[src/hdl/lmc_regs.vh]
`ifndef LMC_REGS_VH
`define LMC_REGS_VH
// mode state codes, one-hot
`define LMC_ST_POR 5'h01
`define LMC_ST_READY 5'h02
`define LMC_ST_OPER 5'h04
`define LMC_ST_PDOWN 5'h08
`define LMC_ST_TXOFF 5'h10
// clock rate and timing figures
`define LMC_CLK_HZ 20000000
`define LMC_WAKE_US 10
`define LMC_REG_SETTLE_US 1200
`define LMC_MISMATCH_US 4
// cycle counts of the times above at the 20 MHz clock
`define LMC_WAKE_CYC 16'h00c8
`define LMC_SETTLE_CYC 16'h5dc0
`define LMC_MISMATCH_CYC 16'h0050
`define LMC_CNT_W 16
`endif

[src/hdl/lmc_mode_control.v]
// Notes on behaviour
// - hold logic in reset until battery rises above the on-threshold, then leave
// - battery below off-threshold returns to power-on reset from any state
// - power-down: driver and regulator off, only wake and receiver detection active
// - wake in power-down goes to ready, regulator on, then operation when stable
// - power-down is reached only from operation or transmitter-off
// - ready: regulator on, driver off, bus recessive
// - ready waits for regulator ok and chip select high, then operation
// - leaving reset samples chip select: low gives ready, high operation
// - operation: regulator and driver on, wake detection off; chip select falling edge enters power-down
// - operation: fault pin low enters transmitter-off
// - driver off whenever fault pin is low, from any source
// - driver back on when pin high, unless internal fault persists
// - transmitter-off: pin high to operation, chip select low to power-down
// - driver off while regulator reported unstable
// - bus activity flagged only after bus low for the full wake time
// - thermal overload shuts off driver and regulator
// - regulator switched off when its output falls below turn-off level
// - enabled driver makes bus dominant on transmit low, recessive on high
// - receive data follows sensed bus level
// - debounced transmit/bus mismatch pulls fault pin low
`timescale 1ns/10ps
`include "lmc_regs.vh"
module lmc_mode_control #(
    parameter CNT_W = `LMC_CNT_W,
    parameter [CNT_W-1:0] WAKE_CYC = `LMC_WAKE_CYC,
    parameter [CNT_W-1:0] SETTLE_CYC = `LMC_SETTLE_CYC,
    parameter [CNT_W-1:0] MISMATCH_CYC = `LMC_MISMATCH_CYC
) (
    // clock and reset
    input wire clk,
    input wire reset,
    // analog comparator results
    input wire battery_on,
    input wire battery_off,
    input wire regulator_ok,
    input wire regulator_low,
    input wire thermal_overload,
    input wire bus_line_low,
    // host pins
    input wire tx_data,
    input wire chip_select_wake,
    input wire fault_tx_enable_pin_in,
    output reg fault_tx_enable_pin_out,
    output reg fault_tx_enable_pin_oe_n,
    output reg rx_data,
    // bus driver and regulator controls
    output reg bus_line_drive_low,
    output reg driver_enable,
    output reg regulator_enable,
    output reg wake_detect_enable,
    output reg [4:0] mode
);
    localparam [4:0] ST_POR = `LMC_ST_POR;
    localparam [4:0] ST_READY = `LMC_ST_READY;
    localparam [4:0] ST_OPER = `LMC_ST_OPER;
    localparam [4:0] ST_PDOWN = `LMC_ST_PDOWN;
    localparam [4:0] ST_TXOFF = `LMC_ST_TXOFF;

    // two-stage synchronisers for all asynchronous inputs
    localparam NSYNC = 9;
    wire [NSYNC-1:0] async_in;
    reg [NSYNC-1:0] sync_a;
    reg [NSYNC-1:0] sync_b;
    assign async_in = {battery_on, battery_off, regulator_ok, regulator_low,
                       thermal_overload, bus_line_low, tx_data, chip_select_wake,
                       fault_tx_enable_pin_in};
    genvar gi;
    generate
        for (gi = 0; gi < NSYNC; gi = gi + 1) begin : g_sync
            always @(posedge clk or posedge reset) begin
                if (reset) begin
                    sync_a[gi] <= 1'b0;
                    sync_b[gi] <= 1'b0;
                end else begin
                    sync_a[gi] <= async_in[gi];
                    sync_b[gi] <= sync_a[gi];
                end
            end
        end
    endgenerate
    // bit positions in the synchroniser word
    localparam SI_BAT_ON = 8;
    localparam SI_BAT_OFF = 7;
    localparam SI_REG_OK = 6;
    localparam SI_REG_LOW = 5;
    localparam SI_THERMAL = 4;
    localparam SI_BUS_LOW = 3;
    localparam SI_TXD = 2;
    localparam SI_CS = 1;
    localparam SI_FAULT_PIN = 0;

    wire s_bat_on = sync_b[SI_BAT_ON];
    wire s_bat_off = sync_b[SI_BAT_OFF];
    wire s_reg_ok = sync_b[SI_REG_OK];
    wire s_reg_low = sync_b[SI_REG_LOW];
    wire s_thermal = sync_b[SI_THERMAL];
    wire s_bus_low = sync_b[SI_BUS_LOW];
    wire s_txd = sync_b[SI_TXD];
    wire s_cs = sync_b[SI_CS];
    wire s_fault_pin = sync_b[SI_FAULT_PIN];

    reg [4:0] state;
    reg [4:0] next_state;
    reg cs_prev;
    reg [CNT_W-1:0] wake_cnt;
    reg bus_wake;
    reg [CNT_W-1:0] settle_cnt;
    reg [CNT_W-1:0] mis_cnt;
    reg mismatch_fault;
    reg reg_cut;

    wire cs_fall = cs_prev & ~s_cs;
    // the synchronised pin echoes our own pull-down, so it also covers internal faults
    wire internal_fault = s_thermal | mismatch_fault | ~s_reg_ok | reg_cut;
    wire settled = s_reg_ok && (settle_cnt == {CNT_W{1'b0}});

    // wake filter: a low pulse shorter than the full time restarts the count
    always @(posedge clk or posedge reset) begin
        if (reset) begin
            wake_cnt <= {CNT_W{1'b0}};
            bus_wake <= 1'b0;
        end else if (!s_bus_low || state != ST_PDOWN) begin
            wake_cnt <= {CNT_W{1'b0}};
            bus_wake <= 1'b0;
        end else if (wake_cnt >= WAKE_CYC - 1'b1) begin
            bus_wake <= 1'b1;
        end else begin
            wake_cnt <= wake_cnt + 1'b1;
        end
    end

    // regulator settle timer, bounds the wait after a wake
    always @(posedge clk or posedge reset) begin
        if (reset) begin
            settle_cnt <= SETTLE_CYC;
        end else if (!regulator_enable || !s_reg_ok) begin
            settle_cnt <= SETTLE_CYC;
        end else if (settle_cnt != {CNT_W{1'b0}}) begin
            settle_cnt <= settle_cnt - 1'b1;
        end
    end

    // mismatch debounce covers the bus loop delay
    always @(posedge clk or posedge reset) begin
        if (reset) begin
            mis_cnt <= {CNT_W{1'b0}};
            mismatch_fault <= 1'b0;
        end else if ((state != ST_OPER && state != ST_TXOFF) || (s_txd == ~s_bus_low)) begin
            // held while contention lasts, else the fault would chatter
            mis_cnt <= {CNT_W{1'b0}};
            mismatch_fault <= 1'b0;
        end else if (mis_cnt >= MISMATCH_CYC - 1'b1) begin
            mismatch_fault <= 1'b1;
        end else begin
            mis_cnt <= mis_cnt + 1'b1;
        end
    end

    // regulator cut-off latch, cleared only by a fresh power-on
    always @(posedge clk or posedge reset) begin
        if (reset) begin
            reg_cut <= 1'b0;
        end else if (state == ST_POR) begin
            reg_cut <= 1'b0;
        end else if (regulator_enable && s_reg_low && settled) begin
            reg_cut <= 1'b1;
        end
    end

    always @* begin
        next_state = state;
        case (state)
            ST_POR: begin
                if (s_bat_on && !s_bat_off) begin
                    next_state = s_cs ? ST_OPER : ST_READY;
                end
            end
            ST_READY: begin
                // own fault pull must be released first, else operation bounces
                if (s_reg_ok && s_cs && s_fault_pin) begin
                    next_state = ST_OPER;
                end
            end
            ST_OPER: begin
                if (cs_fall) begin
                    next_state = ST_PDOWN;
                end else if (!s_fault_pin) begin
                    next_state = ST_TXOFF;
                end
            end
            ST_TXOFF: begin
                if (!s_cs) begin
                    next_state = ST_PDOWN;
                end else if (s_fault_pin) begin
                    next_state = ST_OPER;
                end
            end
            ST_PDOWN: begin
                if (bus_wake || s_cs) begin
                    next_state = ST_READY;
                end
            end
            default: begin
                next_state = ST_POR;
            end
        endcase
        if (s_bat_off) begin
            next_state = ST_POR;
        end
    end

    // ready after a wake moves on by itself once settled
    reg cs_prev_wake;
    reg [4:0] goto_state;
    always @* begin
        goto_state = next_state;
        // a bus wake has no chip select to wait for, only the regulator
        if (state == ST_READY && settled && cs_prev_wake) begin
            goto_state = ST_OPER;
        end
    end

    always @(posedge clk or posedge reset) begin
        if (reset) begin
            state <= ST_POR;
            cs_prev <= 1'b0;
        end else begin
            state <= s_bat_off ? ST_POR : goto_state;
            cs_prev <= s_cs;
        end
    end

    // remembers that ready was entered by a wake
    always @(posedge clk or posedge reset) begin
        if (reset) begin
            cs_prev_wake <= 1'b0;
        end else begin
            if (state == ST_PDOWN && next_state == ST_READY) begin
                cs_prev_wake <= 1'b1;
            end else if (state != ST_READY) begin
                cs_prev_wake <= 1'b0;
            end
        end
    end

    // next values of the registered outputs
    reg next_regulator_enable;
    reg next_driver_enable;
    reg next_wake_detect_enable;
    reg next_bus_line_drive_low;
    reg next_fault_pin_oe_n;
    wire reg_run = !s_thermal && !reg_cut;
    wire tx_allowed = s_fault_pin && !internal_fault;
    always @* begin
        next_regulator_enable = 1'b0;
        next_driver_enable = 1'b0;
        next_wake_detect_enable = 1'b0;
        next_bus_line_drive_low = 1'b0;
        next_fault_pin_oe_n = 1'b1;
        case (state)
            ST_READY: begin
                next_regulator_enable = reg_run;
                next_wake_detect_enable = 1'b1;
                next_fault_pin_oe_n = !internal_fault;
            end
            ST_OPER: begin
                next_regulator_enable = reg_run;
                next_driver_enable = tx_allowed;
                next_bus_line_drive_low = tx_allowed && !s_txd;
                next_fault_pin_oe_n = !internal_fault;
            end
            ST_TXOFF: begin
                next_regulator_enable = reg_run;
                next_fault_pin_oe_n = !internal_fault;
            end
            ST_PDOWN: begin
                // regulator down reads as a fault, so the pin stays low
                next_wake_detect_enable = 1'b1;
                next_fault_pin_oe_n = !internal_fault;
            end
            default: begin
                next_fault_pin_oe_n = 1'b1;
            end
        endcase
    end

    // registered outputs
    always @(posedge clk or posedge reset) begin
        if (reset) begin
            driver_enable <= 1'b0;
            regulator_enable <= 1'b0;
            wake_detect_enable <= 1'b0;
            bus_line_drive_low <= 1'b0;
            rx_data <= 1'b1;
            fault_tx_enable_pin_out <= 1'b0;
            fault_tx_enable_pin_oe_n <= 1'b1;
            mode <= ST_POR;
        end else begin
            mode <= state;
            regulator_enable <= next_regulator_enable;
            wake_detect_enable <= next_wake_detect_enable;
            driver_enable <= next_driver_enable;
            bus_line_drive_low <= next_bus_line_drive_low;
            rx_data <= ~s_bus_low;
            fault_tx_enable_pin_out <= 1'b0;
            // pin pulled low while a fault stands, except in power-on reset; active-low enable
            fault_tx_enable_pin_oe_n <= next_fault_pin_oe_n;
        end
    end
endmodule

[config.mk]
export PLATFORM = sky130hd
export DESIGN_NAME = lmc_mode_control
export DESIGN_NICKNAME = d
export VERILOG_FILES = /design/src/hdl/lmc_mode_control.v
export VERILOG_INCLUDE_DIRS = /design/src /design/src/hdl
export SDC_FILE = /design/constraint.sdc
export NUM_CORES = 1
export LEC_CHECK = 0
export BUFFER_PORTS_ARGS = -buffer_cell sky130_fd_sc_hd__buf_2
export CAP_MARGIN = 10
export CORE_ASPECT_RATIO = 0.6
export CORE_MARGIN = 2
export CORE_UTILIZATION = 40
export CTS_CLUSTER_DIAMETER = 100
export DETAILED_ROUTE_END_ITERATION = 10
export GPL_ROUTABILITY_DRIVEN = 1
export GPL_TIMING_DRIVEN = 0
export PLACE_DENSITY = 0.53
export REMOVE_ABC_BUFFERS = 1
export SKIP_CTS_REPAIR_TIMING = 1
export SLEW_MARGIN = 40
export SYNTH_ARGS = -nofsm -noshare
export SYNTH_HDL_FRONTEND = slang
export SYNTH_SLANG_ARGS = --single-unit
[constraint.sdc]
create_clock -name clk -period 4.8 [get_ports clk]
set_clock_uncertainty 0.1 [all_clocks]
set_input_delay 0.48 -clock clk [delete_from_list [all_inputs] [get_ports clk]]
set_output_delay 0.48 -clock clk [all_outputs]
set_load 0.005 [all_outputs]
==> summary.md <==
| Metric | Value |
|---|---|
| Final Hold Vio Count | 0 |
| Grt total ovfl | 0 |
| First-pass GRT wire length | 11600 um |
| Antenna violations before repair | 0 |
| Cell Rows | 26 |
| Max clock buf depth | 2 |
| Area of the mapped netlist | 3566 sq um |
| Routed Antenna Nets | 0 |
| Dpl cell area | 3796 sq um |
| Area Growth Syn to Fin | 14.95% |
| Final Slew Violations | 0 |
| Average cell area after synthesis | 11.39 sq um |
| Top-area cell type share of the netlist area | 53.33% |
| CP Launch Type | flip-flop |
| Dpl hpwl | 4544 um |
| Commonest non-fill, non-tap cell in the layout | dfrtp_1 |
| Commonest non-fill, non-tap cells in the layout | dfrtp_1, nor2_1, buf_2 |
| # nets final | 349 |
| Die width | 125.9 um |
| Worst Path Max Fanout | 8 |
| Initial DRT Pass Iterations | 4 |
| Area of the die | 9711 sq um |
| Sw Share | 22.42% |
| Net switching power | 338.9 uW |
| I/O Pins | 23 |
| Largest net degree at the start of global routing | 53 |
| CTS tree | built |
| Worst slew pin tran | 721.4 ps |
| Async SR Flop Fraction | 100.0% |
| Clk_lat worst skew | 340 ps |
| Clock Sinks | 87 |
| Comb pwr share | 3.1% |
| Period Utilization, post-route | 45.21% |
| Routed via count | 2291 |
| CP Data Arrival Time | 2290 ps |
| Largest area contributor in the netlist | dfrtp_1 |
| Synth warn | 0 |
| Worst EP required | 4920 ps |
| Die Y-Extent | 77.14 um |
| DR iter-0 viols | 247 |
| Initial core utilization | 41.52% |
| Max-cap violations | 0 |
| Vias in the first global route | 2333 |
| Core Area | 8588 sq um |
| IO buf count | 21 |
| Critical path class | reg -> reg |
| Drt wl/cell | 14.66 um |
| Crit. End Element | flip-flop |
| Util after Layout | 47.73% |
| Fin Setup TNS | 0 ps |
| Peak VDD IR | 0.1931 mV |
| WL final | 6625 um |
| Yosys reg bits | 87 |
| Final min period | 2170 ps |
| Ys flop type | dfrtp_1 |
| Routed vias/inst | 5.069 |
| Clk slew on worst S/H paths | 70 ps |
| Flop pwr share | 50.3% |
| RSZ-0062 raised after global routing | no |
| Internal | 1.173 mW |
| CTS root buf | clkbuf_16 |
| Peak Freq | 460.8 MHz |
| Status | finished, final reports clean |
| Hold Path Class | in -> async |
| H-tree depth | 3 |
| Clock share of power | 46.6% |
| Final setup viols | 0 |
| Largest cells by area after synthesis | dfrtp_1, dfstp_2, nor2_1, xnor2_1, and3_1 |
| Final Wtd Congestion | 0.8572 |
| Pwr per Cell Area | 368.8 nW/um^2 |
| DRC Markers | 0 |
| Gr usage total | 15.39% |
| Final instance area | 4099 sq um |
| ANT cells | 0 |
| EDFF count, synth | 0 |
| Inserted Clock Buffers | 9 |
| Sequential-to-total area share from yosys stat | 61.44% |
| Share of layout cells above drive strength 1 | 17.94% |
| Post-synth cell types | 51 |
| Leak | 1.829 nW |
| Synth Instances | 313 |
| Max_slew headroom | 51.86% |
-- routing by layer --
layer / vias up / track usage, % / wire length [um]
li1: 1155 / - / -
met1: 1084 / 24.30 / 3771
met2: 42 / 19.35 / 2450
met3: 10 / 5.373 / 319
met4: 0 / 4.615 / 83
met5: - / 0 / 0
-- registers in the layout, summed over array words and instances, names as in the netlist, 5 cells and up --
register    flops
state           5
sync_a          9
settle_cnt     16
mis_cnt        16
wake_cnt       16
mode            5
-- kinds of logic (layout without fill, tap and decap cells) --
logic type	Yosys count	in the layout	share of synthesized area [%]
muxes	2	2	0.5965
buffers and inverters	19	46	2.421
other	1	1	0.1052
xor gates and xnor gates	21	21	5.158
and+or+nand+nor	139	139	21.83
DFF	87	87	61.44
adders and majority gates	3	3	1.053
AOI/OAI and AO/OA	41	41	7.404
-- Yosys cell counts, types with 2 or more instances --
cell type / number
dfrtp_1: 76
nor2_1: 39
nand2_1: 19
and3_1: 18
nor3_1: 14
xnor2_1: 13
dfstp_2: 11
a21oi_1: 9
nand4_1: 8
o21ai_0: 8
xor2_1: 8
inv_1: 7
nand3_1: 7
clkbuf_1: 6
nor4_1: 6
a31oi_1: 5
nand2b_1: 5
or3_1: 5
a211oi_1: 4
nor4_2: 4
buf_2: 3
ha_1: 3
o31ai_1: 3
o211ai_1: 2
o21ai_1: 2
or4_1: 2
or4_4: 2
-- path summary, 6_finish.rpt --
path,startpoint,to,slack (ps),cells after the start
max,wake_cnt[0],wake_cnt[4],2630,6
min,reset,settle_cnt[13],20,2
max reg2reg,wake_cnt[0],wake_cnt[4],2630,6
min reg2reg,sync_a[8],s_bat_on,250,0
max in group asynchronous,reset,fault_tx_enable_pin_oe_n,3970,3
min in group clk,battery_off,sync_a[7],140,1
-- critical path, stage by stage, from the launching register on --
cell and delay, ps:
dfrtp_1 440, ha_1 280, a2111oi_1 510, o211a_1 370, nand4_1 150, xor2_1 160, nor2_1 50
-- metrics by stage --
| stage | instances | hold WS (ps) | total power [mW] | worst slack, ps |
|---|---|---|---|---|
| after CTS | 452 | 29.99 | 1.533 | 2613 |
| after global routing | 452 | 42.75 | 1.569 | 2429 |
| after global placement | 435 | 232.0 | 0.8179 | 909.4 |
| after detailed placement | 436 | 234.7 | 0.8223 | 2630 |
| after floorplan | 302 | 231.2 | 0.7979 | 1988 |
| final | 452 | 21.95 | 1.512 | 2630 |
-- final cells by class --
cell class | count | area [sq um]
Inverter | 8 | 35.03
Clock buffer | 9 | 225.2
Multi-Input combinational cell | 207 | 1297
Fill cell | 799 | 4489
Sequential cell | 87 | 2191
Timing Repair Buffer | 22 | 132.6
Clock inverter | 7 | 77.57
Tap cell | 112 | 140.1
-- power groups by stage --
stage,combinational [mW],clock [mW],sequential [mW]
after detailed placement,0.0481,0,0.774
after global placement,0.0439,0,0.774
after floorplan,0.0285,0,0.769
final,0.0468,0.704,0.761
after CTS,0.0483,0.724,0.761
after global routing,0.0539,0.752,0.763
No activity file was read; power rests on OpenSTA's default activity.
